[config.mk]
export PLATFORM = sky130hd
export DESIGN_NAME = sync_serial_port_one
export DESIGN_NICKNAME = d
export VERILOG_FILES = /design/src/core/sync_serial_pkg.sv /design/src/core/serial_prescaler.sv /design/src/core/level_edges.sv /design/src/core/sync_serial_port_one.sv
export VERILOG_INCLUDE_DIRS = /design/src /design/src/core
export SDC_FILE = /design/constraint.sdc
export NUM_CORES = 1
export LEC_CHECK = 0
export BUFFER_PORTS_ARGS = -buffer_cell sky130_fd_sc_hd__buf_4
export CAP_MARGIN = 20
export CELL_PAD_IN_SITES_DETAIL_PLACEMENT = 0
export CELL_PAD_IN_SITES_GLOBAL_PLACEMENT = 2
export CORE_UTILIZATION = 42
export CTS_BUF_LIST = sky130_fd_sc_hd__clkbuf_4 sky130_fd_sc_hd__clkbuf_8
export DETAILED_ROUTE_END_ITERATION = 7
export GPL_TIMING_DRIVEN = 0
export PLACE_DENSITY = 0.89
export SLEW_MARGIN = 10
export SYNTH_ARGS = -nofsm -noshare
export SYNTH_HDL_FRONTEND = slang
export SYNTH_SLANG_ARGS = --single-unit
[constraint.sdc]
create_clock -name ref_clk -period 6 [get_ports ref_clk]
set_input_delay 0.6 -clock ref_clk [delete_from_list [all_inputs] [get_ports ref_clk]]
set_output_delay 0.6 -clock ref_clk [all_outputs]
set_load 0.02 [all_outputs]
[src/core/sync_serial_consts.svh]
// Purpose: offsets, field positions, reset values and timing counts of the serial port
// Assumes: 8-bit register bus, byte-wide registers
// Notes:   definitions only
`ifndef SYNC_SERIAL_CONSTS_SVH
`define SYNC_SERIAL_CONSTS_SVH

// ----------------------------------------------------------------
// register offsets
// ----------------------------------------------------------------
`define OFS_MODE_CONTROL 8'ha0
`define OFS_PORT_STATUS 8'ha1
`define OFS_DATA_UPPER 8'ha2
`define OFS_DATA_LOWER 8'ha3
`define OFS_IRQ_STATUS 8'ha8
`define OFS_IRQ_MASK 8'ha9

// ----------------------------------------------------------------
// field positions
// ----------------------------------------------------------------
`define MODE_OP_HI 7
`define MODE_OP_LO 6
`define MODE_CLK_SRC 3
`define STAT_FIXED_ONE 7
`define STAT_EXT_DATA 6
`define STAT_OVERRUN 5
`define STAT_START 0
`define IRQ_DONE 0
`define IRQ_OVERRUN 1

// ----------------------------------------------------------------
// reset values
// ----------------------------------------------------------------
`define RST_MODE_CONTROL 8'h00
`define RST_IRQ_MASK 2'h0
`define RST_SERIAL_CLK 1'b1

// ----------------------------------------------------------------
// timing: log2 of the half serial clock period, per divider code
// ----------------------------------------------------------------
`define HALF_LOG2_DIV1024 4'h9
`define HALF_LOG2_DIV256 4'h7
`define HALF_LOG2_DIV64 4'h5
`define HALF_LOG2_DIV32 4'h4
`define HALF_LOG2_DIV16 4'h3
`define HALF_LOG2_DIV8 4'h2
`define HALF_LOG2_DIV4 4'h1
`define HALF_LOG2_DIV2 4'h0
`define BITS_BYTE 5'h08
`define BITS_WORD 5'h10

`endif

[src/core/sync_serial_pkg.sv]
// Purpose: types shared by the serial port files
// Assumes: nothing
// Notes:   constants live in sync_serial_consts.svh
package sync_serial_pkg;
    typedef enum logic [1:0] {
        OP_BYTE = 2'b00,
        OP_WORD = 2'b01,
        OP_CONT = 2'b10,
        OP_RSVD = 2'b11
    } op_mode_e;

    // gray code along idle -> shift only; idle -> clock flips both bits
    typedef enum logic [1:0] {
        ST_IDLE = 2'b00,
        ST_SHIFT = 2'b01,
        ST_CLOCK = 2'b11
    } xfer_state_e;
endpackage

[src/core/serial_prescaler.sv]
// Purpose: tick at every half period of the internal serial clock
// Assumes: clear pulses when a transfer starts, for a defined first edge
// Notes:   one tick per half period; division n gives a tick every n/2 cycles
`include "sync_serial_consts.svh"

module serial_prescaler #(
    parameter int CNT_W = 9
) (
    // clock and reset
    input wire logic ref_clk,
    input wire logic rst,
    // control
    input wire logic [2:0] div_sel,
    input wire logic clear,
    // result
    output logic tick
);
    logic [CNT_W-1:0] cnt_q;
    logic [CNT_W-1:0] mask;
    logic [3:0] half_log2;

    initial begin
        if (CNT_W < 9) $error("serial_prescaler: CNT_W below 9 cannot divide by 1024");
    end

    // divider code to half-period exponent
    always_comb begin
        unique case (div_sel)
            3'h0: half_log2 = `HALF_LOG2_DIV1024;
            3'h1: half_log2 = `HALF_LOG2_DIV256;
            3'h2: half_log2 = `HALF_LOG2_DIV64;
            3'h3: half_log2 = `HALF_LOG2_DIV32;
            3'h4: half_log2 = `HALF_LOG2_DIV16;
            3'h5: half_log2 = `HALF_LOG2_DIV8;
            3'h6: half_log2 = `HALF_LOG2_DIV4;
            3'h7: half_log2 = `HALF_LOG2_DIV2;
        endcase
        mask = CNT_W'((1 << half_log2) - 1);
        tick = ((cnt_q & mask) == mask);
    end

    // free-running count, restarted so the first half period is whole
    always_ff @(posedge ref_clk or posedge rst) begin
        if (rst) begin
            cnt_q <= '0;
        end else if (clear) begin
            cnt_q <= '0;
        end else begin
            cnt_q <= cnt_q + CNT_W'(1);
        end
    end
endmodule

[src/core/level_edges.sv]
// Purpose: rising and falling edge pulses of a synchronous level
// Assumes: the level is already synchronous to ref_clk
// Notes:   pulses are combinational, one cycle long
module level_edges (
    // clock and reset
    input wire logic ref_clk,
    input wire logic rst,
    // level watched
    input wire logic level,
    // edges
    output logic rise,
    output logic fall
);
    logic prev_q;

    // idle level of the serial clock is high
    always_ff @(posedge ref_clk or posedge rst) begin
        if (rst) begin
            prev_q <= 1'b1;
        end else begin
            prev_q <= level;
        end
    end

    assign rise = level & ~prev_q;
    assign fall = ~level & prev_q;
endmodule

[src/core/sync_serial_port_one.sv]
// Purpose: clocked synchronous serial channel, 8 or 16 bit, or continuous clock
// Assumes: all pin inputs synchronous to ref_clk; register bus strobes one cycle
// Notes:   data shift out lsb first on falling edges, sample on rising edges
//
// Summary of operation
// - prescaler divides by 1024 down to 2
// - internal source clocks transfers, drives clock pin
// - external source: clock pin is input, partner clocks
// - mode field: byte, word, continuous clock, reserved
// - external clock edge after completion sets overrun
// - overrun cleared only by zero after reading one
// - extended data bit reads data output level
// - writing extended data bit forces data output
// - upper data register is word high byte
// - upper data register unused in byte mode
// - lower data register is byte or low byte
//
// Our own choice: the address-and-strobe port.
`include "sync_serial_consts.svh"

module sync_serial_port_one #(
    parameter int ADDR_W = 8
) (
    // clock and reset
    input wire logic ref_clk,
    input wire logic rst,
    // register port
    input wire logic [ADDR_W-1:0] reg_addr,
    input wire logic [7:0] reg_wdata,
    input wire logic reg_write,
    input wire logic reg_read,
    output logic [7:0] reg_rdata,
    // serial clock pin, two-way
    input wire logic serial_clock_pin_level,
    output logic serial_clock_pin_drive,
    output logic serial_clock_pin_oe,
    // serial data pins
    input wire logic serial_data_rx,
    output logic serial_data_out_pin,
    // interrupt
    output logic irq
);
    // ----------------------------------------------------------------
    // declarations
    // ----------------------------------------------------------------
    logic [7:0] mode_q;
    logic [7:0] data_upper_q;
    logic [7:0] data_lower_q;
    logic so_q;
    logic overrun_q;
    logic overrun_seen_q;
    logic done_once_q;
    logic [1:0] irq_stat_q;
    logic [1:0] irq_mask_q;
    logic [4:0] bit_cnt_q;
    logic sck_q;
    logic sck_oe_q;
    logic [7:0] rdata_q;
    logic irq_q;
    sync_serial_pkg::xfer_state_e state_q;
    sync_serial_pkg::xfer_state_e state_d;

    logic ext_clk;
    logic tick;
    logic ext_rise;
    logic ext_fall;
    logic shift_edge;
    logic sample_edge;
    logic start_req;
    logic last_bit;
    logic xfer_done;
    logic overrun_set;
    logic [4:0] xfer_len;
    logic [7:0] status_val;
    logic wr_mode, wr_stat, wr_upper, wr_lower, wr_istat, wr_imask;
    sync_serial_pkg::op_mode_e op_mode;

    initial begin
        if (ADDR_W < 8) $error("sync_serial_port_one: ADDR_W below 8 cannot hold the map");
    end

    // ----------------------------------------------------------------
    // decode
    // ----------------------------------------------------------------
    // mode field and clock source straight from the mode register
    assign op_mode = sync_serial_pkg::op_mode_e'(mode_q[`MODE_OP_HI:`MODE_OP_LO]);
    assign ext_clk = mode_q[`MODE_CLK_SRC];
    assign xfer_len = (op_mode == sync_serial_pkg::OP_WORD) ? `BITS_WORD : `BITS_BYTE;

    assign wr_mode = reg_write && (reg_addr == ADDR_W'(`OFS_MODE_CONTROL));
    assign wr_stat = reg_write && (reg_addr == ADDR_W'(`OFS_PORT_STATUS));
    assign wr_upper = reg_write && (reg_addr == ADDR_W'(`OFS_DATA_UPPER));
    assign wr_lower = reg_write && (reg_addr == ADDR_W'(`OFS_DATA_LOWER));
    assign wr_istat = reg_write && (reg_addr == ADDR_W'(`OFS_IRQ_STATUS));
    assign wr_imask = reg_write && (reg_addr == ADDR_W'(`OFS_IRQ_MASK));

    // a start while busy or in the reserved mode is refused
    assign start_req = wr_stat && reg_wdata[`STAT_START] && (state_q == sync_serial_pkg::ST_IDLE)
        && (op_mode != sync_serial_pkg::OP_RSVD);

    // ----------------------------------------------------------------
    // clock sources
    // ----------------------------------------------------------------
    serial_prescaler #(
        .CNT_W(9)
    ) u_prescaler (
        .ref_clk(ref_clk),
        .rst(rst),
        .div_sel(mode_q[2:0]),
        .clear(start_req),
        .tick(tick)
    );

    level_edges u_ext_edges (
        .ref_clk(ref_clk),
        .rst(rst),
        .level(serial_clock_pin_level),
        .rise(ext_rise),
        .fall(ext_fall)
    );

    // shift on falling, sample on rising, from whichever source is chosen
    always_comb begin
        if (ext_clk) begin
            shift_edge = ext_fall;
            sample_edge = ext_rise;
        end else begin
            shift_edge = tick && sck_q;
            sample_edge = tick && !sck_q;
        end
    end

    assign last_bit = (bit_cnt_q == xfer_len - 5'h01);
    assign xfer_done = (state_q == sync_serial_pkg::ST_SHIFT) && sample_edge && last_bit;

    // any partner clock edge once the word is complete is an overrun
    assign overrun_set = ext_clk && done_once_q && (state_q == sync_serial_pkg::ST_IDLE)
        && (ext_rise || ext_fall);

    // ----------------------------------------------------------------
    // transfer state
    // ----------------------------------------------------------------
    // next state; a start while busy is ignored
    always_comb begin
        state_d = state_q;
        unique case (state_q)
            sync_serial_pkg::ST_IDLE: begin
                if (start_req && op_mode == sync_serial_pkg::OP_CONT) begin
                    state_d = sync_serial_pkg::ST_CLOCK;
                end else if (start_req) begin
                    state_d = sync_serial_pkg::ST_SHIFT;
                end
            end
            sync_serial_pkg::ST_SHIFT: begin
                if (xfer_done) begin
                    state_d = sync_serial_pkg::ST_IDLE;
                end
            end
            sync_serial_pkg::ST_CLOCK: begin
                // the clock runs until software leaves continuous mode
                if (op_mode != sync_serial_pkg::OP_CONT) begin
                    state_d = sync_serial_pkg::ST_IDLE;
                end
            end
            default: state_d = sync_serial_pkg::ST_IDLE;
        endcase
    end

    always_ff @(posedge ref_clk or posedge rst) begin
        if (rst) begin
            state_q <= sync_serial_pkg::ST_IDLE;
        end else begin
            state_q <= state_d;
        end
    end

    // bit counter, counts sampled bits of the current word
    always_ff @(posedge ref_clk or posedge rst) begin
        if (rst) begin
            bit_cnt_q <= 5'h00;
        end else if (start_req) begin
            bit_cnt_q <= 5'h00;
        end else if (state_q == sync_serial_pkg::ST_SHIFT && sample_edge) begin
            bit_cnt_q <= bit_cnt_q + 5'h01;
        end
    end

    // completed-word marker arms the overrun check until the next start
    always_ff @(posedge ref_clk or posedge rst) begin
        if (rst) begin
            done_once_q <= 1'b0;
        end else if (xfer_done) begin
            done_once_q <= 1'b1;
        end else if (start_req) begin
            done_once_q <= 1'b0;
        end
    end

    // ----------------------------------------------------------------
    // serial clock pin
    // ----------------------------------------------------------------
    // idles high; toggles each half period only while the clock is needed
    always_ff @(posedge ref_clk or posedge rst) begin
        if (rst) begin
            sck_q <= `RST_SERIAL_CLK;
        end else if (ext_clk || state_q == sync_serial_pkg::ST_IDLE) begin
            sck_q <= `RST_SERIAL_CLK;
        end else if (tick) begin
            sck_q <= !sck_q;
        end
    end

    // pin is driven only for the internal source
    always_ff @(posedge ref_clk or posedge rst) begin
        if (rst) begin
            sck_oe_q <= 1'b0;
        end else begin
            sck_oe_q <= !ext_clk;
        end
    end

    // ----------------------------------------------------------------
    // data path
    // ----------------------------------------------------------------
    // data output: software write wins over a shift in the same cycle
    always_ff @(posedge ref_clk or posedge rst) begin
        if (rst) begin
            so_q <= 1'b0;
        end else if (wr_stat) begin
            so_q <= reg_wdata[`STAT_EXT_DATA];
        end else if (state_q == sync_serial_pkg::ST_SHIFT && shift_edge) begin
            so_q <= data_lower_q[0];
        end
    end

    // lower byte shifts alone in byte mode, below the upper in word mode;
    // software writes during a transfer are dropped so the word stays whole
    always_ff @(posedge ref_clk or posedge rst) begin
        if (rst) begin
            data_lower_q <= 8'h00;
        end else if (state_q == sync_serial_pkg::ST_SHIFT) begin
            if (sample_edge && op_mode == sync_serial_pkg::OP_WORD) begin
                data_lower_q <= {data_upper_q[0], data_lower_q[7:1]};
            end else if (sample_edge) begin
                data_lower_q <= {serial_data_rx, data_lower_q[7:1]};
            end
        end else if (wr_lower) begin
            data_lower_q <= reg_wdata;
        end
    end

    // upper byte takes part only in word mode
    always_ff @(posedge ref_clk or posedge rst) begin
        if (rst) begin
            data_upper_q <= 8'h00;
        end else if (state_q == sync_serial_pkg::ST_SHIFT) begin
            if (sample_edge && op_mode == sync_serial_pkg::OP_WORD) begin
                data_upper_q <= {serial_data_rx, data_upper_q[7:1]};
            end
        end else if (wr_upper) begin
            data_upper_q <= reg_wdata;
        end
    end

    // ----------------------------------------------------------------
    // control and status registers
    // ----------------------------------------------------------------
    always_ff @(posedge ref_clk or posedge rst) begin
        if (rst) begin
            mode_q <= `RST_MODE_CONTROL;
        end else if (wr_mode) begin
            mode_q <= reg_wdata;
        end
    end

    // remembers that software saw the overrun flag at one
    always_ff @(posedge ref_clk or posedge rst) begin
        if (rst) begin
            overrun_seen_q <= 1'b0;
        end else if (reg_read && reg_addr == ADDR_W'(`OFS_PORT_STATUS) && overrun_q) begin
            overrun_seen_q <= 1'b1;
        end else if (!overrun_q) begin
            overrun_seen_q <= 1'b0;
        end
    end

    // set wins over the clear; writing one leaves it alone
    always_ff @(posedge ref_clk or posedge rst) begin
        if (rst) begin
            overrun_q <= 1'b0;
        end else if (overrun_set) begin
            overrun_q <= 1'b1;
        end else if (wr_stat && !reg_wdata[`STAT_OVERRUN] && overrun_seen_q) begin
            overrun_q <= 1'b0;
        end
    end

    always_comb begin
        status_val = 8'h00;
        status_val[`STAT_FIXED_ONE] = 1'b1;
        status_val[`STAT_EXT_DATA] = so_q;
        status_val[`STAT_OVERRUN] = overrun_q;
        status_val[`STAT_START] = (state_q != sync_serial_pkg::ST_IDLE);
    end

    // ----------------------------------------------------------------
    // interrupts
    // ----------------------------------------------------------------
    // sticky events, write one to clear, a set in the same cycle wins
    always_ff @(posedge ref_clk or posedge rst) begin
        if (rst) begin
            irq_stat_q <= 2'h0;
        end else begin
            irq_stat_q[`IRQ_DONE] <= xfer_done
                || (irq_stat_q[`IRQ_DONE] && !(wr_istat && reg_wdata[`IRQ_DONE]));
            irq_stat_q[`IRQ_OVERRUN] <= overrun_set
                || (irq_stat_q[`IRQ_OVERRUN] && !(wr_istat && reg_wdata[`IRQ_OVERRUN]));
        end
    end

    always_ff @(posedge ref_clk or posedge rst) begin
        if (rst) begin
            irq_mask_q <= `RST_IRQ_MASK;
        end else if (wr_imask) begin
            irq_mask_q <= reg_wdata[1:0];
        end
    end

    // one cycle behind the status bits, so the pin comes from a flop
    always_ff @(posedge ref_clk or posedge rst) begin
        if (rst) begin
            irq_q <= 1'b0;
        end else begin
            irq_q <= |(irq_stat_q & irq_mask_q);
        end
    end

    // ----------------------------------------------------------------
    // read data, one cycle after the strobe, zero otherwise
    // ----------------------------------------------------------------
    always_ff @(posedge ref_clk or posedge rst) begin
        if (rst) begin
            rdata_q <= 8'h00;
        end else if (!reg_read) begin
            rdata_q <= 8'h00;
        end else if (reg_addr == ADDR_W'(`OFS_MODE_CONTROL)) begin
            rdata_q <= mode_q;
        end else if (reg_addr == ADDR_W'(`OFS_PORT_STATUS)) begin
            rdata_q <= status_val;
        end else if (reg_addr == ADDR_W'(`OFS_DATA_UPPER)) begin
            rdata_q <= data_upper_q;
        end else if (reg_addr == ADDR_W'(`OFS_DATA_LOWER)) begin
            rdata_q <= data_lower_q;
        end else if (reg_addr == ADDR_W'(`OFS_IRQ_STATUS)) begin
            rdata_q <= {6'h00, irq_stat_q};
        end else if (reg_addr == ADDR_W'(`OFS_IRQ_MASK)) begin
            rdata_q <= {6'h00, irq_mask_q};
        end else begin
            rdata_q <= 8'h00;
        end
    end

    // ----------------------------------------------------------------
    // outputs
    // ----------------------------------------------------------------
    assign reg_rdata = rdata_q;
    assign serial_clock_pin_drive = sck_q;
    assign serial_clock_pin_oe = sck_oe_q;
    assign serial_data_out_pin = so_q;
    assign irq = irq_q;
endmodule

==> out/qor.csv <==
stage,metric,value,unit
routing,num_vias,2404,
sta,min_period_over_period,47.22,%
final_layout,layout_common_cells,"dfrtp_1, nand2_1, buf_4, nor2_1, mux2_2",
synth,synth_top_family_by_area,simple AND/OR/NAND/NOR gates,
routing,top_layer_used,met4,
power,p_sw_share,28.78,%
clock_network,clk_pin_slew,0.07,ns
setup_path,worst-r2r-setup-slack,3.17,ns
setup_path,crit_path_start_kind,flip-flop,
routing,drc,0,
min_path,hold_path_depth,1,
synth,synth_cells,297,
clock_network,clock_latency,0.35,ns
power,vdd_drop_max,110.4,µV
power,internal_power,0.0006897,W
final_layout,fillers,669,
clock_network,cts_sinks,60,
routing,ant_nets,0,
clock_network,cts_resized,0,
synth,ys_types,52,
power,power_density,265.9,nW/µm²
synth,synthAdderAreaFrac,2.022,%
synth,synth_edf_count,0,
routing,finalWirelength,7202,µm
final_layout,final_common_cell,dfrtp_1,
clock_network,postCtsSetupBuffers,0,
synth,syn-num-nets,324,
power,cellLeakagePower,1.700,nW
floorplan,die_area,7714,µm²
clock_network,tritoncts,done,
power,combPwrFrac,12.1,%
setup_path,r2r_cells,9,
synth,synthMuxAreaShare,11.73,%
setup_path,worst-path-max-fanout,10,
clock_network,ctsLongestPathBuffers,2,
grt,grt_antenna_before_repair,0,
floorplan,die-width,87.83,µm
routing,wl_met3,324,µm
sta,max-slew-margin-rel,48.23,%
power,switchingPower,0.0002787,W
final_layout,nets,365,
min_path,min_path_type,in2reg,
floorplan,core-area,6944,µm²
synth,synthSimpleGateAreaFrac,16.90,%
sta,min_period,2.833,ns
sta,maxSlewViolCount,0,
floorplan,start_util,44.56,%
power,pwr-share-seq,49.6,%
min_path,min_delay_worst_endpoint,u_ext_edges.prev_q,
synth,synth_area,3094,µm²
flow_run,drv_cap,0,
floorplan,core.rowCount,30,
sta,max_freq,353.0,MHz
synth,ys_warn_count,0,
setup_path,endpoint_kind,flip-flop,
final_layout,area_growth,17.71,%
synth,ys_ff_latch,60,
sta,worst_slack,3.167,ns
final_layout,antennaDiodeCount,0,
routing,wl_met1,3599,µm
sta,rsz0062_at_grt,false,
placement,gpl.final_weighted_congestion,0.7852,
synth,synth_compound_area_share,14.52,%
routing,via_per_inst,5.476,
min_path,hp-start,serial_clock_pin_level,
setup_path,criticalPathCategory,reg2reg,
setup_path,r2r-end,data_upper_q[0],
synth,synthXorXnorAreaFrac,2.831,%
setup_path,max_stage_delay,0.50,ns
grt,grt_start_max_net_pins,61,
setup_path,cp.arrival,3.06,ns
sta,setup_viol,0,
routing,wl_met2,3128,µm
placement,portBuffers,30,
setup_path,path_cells,buf_2 -> nand3b_1 -> ha_1 -> a21oi_1 -> mux2_2 -> o211ai_2 -> a41oi_2 -> o21ai_2 -> mux2_2,
final_layout,finish.utilization,52.45,%
setup_path,worst_path_dominant_cell_family,compound AO/OA/AOI/OAI gates,
clock_network,cts_made_buffers,9,
clock_network,ctsHoldBuffers,0,
power,clkPwrFrac,38.3,%
final_layout,drive_gt1_share,25.66,%
placement,place_ws,3.168,ns
final_layout,register_area,1504,µm²
synth,postSynth.asyncResetShare,100.0,%
setup_path,crit_buf_inv,1,
grt,grt_pass1_vias,2220,
clock_network,ctsRootBufferMaster,clkbuf_8,
clock_network,htree_levels,3,
sta,setup_tns,0,ns
setup_path,r2r-start,mode_q[2],
floorplan,die_h,87.83,µm
placement,hpwl,4944,µm
sta,worst_pin_slew,0.7765,ns
setup_path,required,6.23,ns
grt,grt_overflow,0,
setup_path,critPathSlowestCell,o21ai_2,
synth,avgSynthCellArea,10.42,µm²
sta,hold_viol,0,
synth,seq_area_frac_synth,48.60,%
run_status,status,completed,
sta,finalClockSkew,0.009019,ns
grt,grt_pass1_wl,11340,µm
synth,synth_ff_type,dfrtp_1,
routing,initialDrtViolationCount,115,
final_layout,multi_input_area,1485,µm²
setup_path,cp_common_cell,mux2_2,
grt,track_usage,20.14,%
routing,routedWlPerCell,16.41,µm
floorplan,ios,34,
routing,dr.pass1.iters,4,
-- registers in the layout, summed over array words and instances (netlist names), 5 cells and up --
signal and count:
mode_q 8, reg_rdata 8, u_prescaler.cnt_q 9, bit_cnt_q 5
data_lower_q 8, data_upper_q 8
-- per-layer routing --
layer  vias to the layer above  GRT usage (%)
li1                       1150              -
met1                      1187          29.21
met2                        54          29.53
met3                        13          3.393
met4                         0          8.942
met5                         -              0
-- power groups by stage --
stage               clock network (W)  registers, W  logic (W)
floorplan                           0      0.000477  0.0000846
global placement                    0      0.000488   0.000115
detailed placement                  0      0.000488   0.000119
CTS                          0.000379      0.000480   0.000119
global route                 0.000397      0.000485   0.000131
finish                       0.000371      0.000480   0.000117
-- worst max-delay path by stage --
stage	from	to	slack, ns	cells after the start
after floorplan	mode_q[2]	data_upper_q[0]	3.63	9
after global placement	rst	data_upper_q[4]	3.06	2
after detailed placement	mode_q[2]	data_upper_q[1]	3.17	9
after CTS	mode_q[2]	data_upper_q[1]	3.15	9
after global routing	mode_q[2]	data_upper_q[1]	3.03	9
final	mode_q[2]	data_upper_q[0]	3.17	9
-- worst register-to-register path: stages (launching register included) --
cell      delay, ns
dfrtp_1        0.41
buf_2          0.20
nand3b_1       0.10
ha_1           0.29
a21oi_1        0.10
mux2_2         0.27
o211ai_2       0.26
a41oi_2        0.19
o21ai_2        0.50
mux2_2         0.39
-- layout make-up --
type | count | share of cell area [%]
flip-flops and latches | 60 | 41.29
multi-input cells | 215 | 40.78
repair buffers | 30 | 6.183
clock buffers | 9 | 3.401
well taps | 96 | 3.298
plain buffers | 15 | 2.164
clock inverters | 7 | 2.096
inverters | 7 | 0.7901
-- per-stage QoR --
stage	area [µm²]	hold slack, ns	cells	power [W]
2_1_floorplan	3094	0.4433	297	0.0005619
3_3_place_gp	3440	0.4635	423	0.0006031
3_5_place_dp	3442	0.4727	423	0.0006067
4_1_cts	3642	0.3648	439	0.0009776
5_1_grt	3642	0.3698	439	0.001014
6_report	3642	0.3776	439	0.0009684
-- kinds of logic after synthesis --
kind of cell    count (synthesis)
simple gates                  111
buf+inv                        22
mux                            31
xor+xnor                       10
compound gates                 58
fa+ha+maj                       5
flops                          60
-- cells in the mapped netlist, drive strengths merged, types with 2 or more instances --
cell	number	area share, %
a21oi	7	1.1
or3	2	0.40
clkbuf	7	0.85
o31ai	4	0.97
nand3b	2	0.49
nor3	3	0.49
nand2	37	4.5
o211ai	4	1.1
nor2b	5	1.0
nor2	29	3.5
mux4	2	1.5
dfrtp	58	47
mux2i	7	2.3
mux2	22	8.0
o21ai	4	0.77
dfstp	2	1.7
xnor2	3	0.85
inv	7	0.85
buf	8	1.7
a22o	2	0.57
nand3	17	2.7
xor2	7	2.0
nand2b	5	1.0
ha	5	2.0
a21o	5	1.2
o21a	9	2.2
and3	3	0.61
o22a	9	2.6
a31oi	6	1.2
No activity file was read; power rests on OpenSTA's default activity.
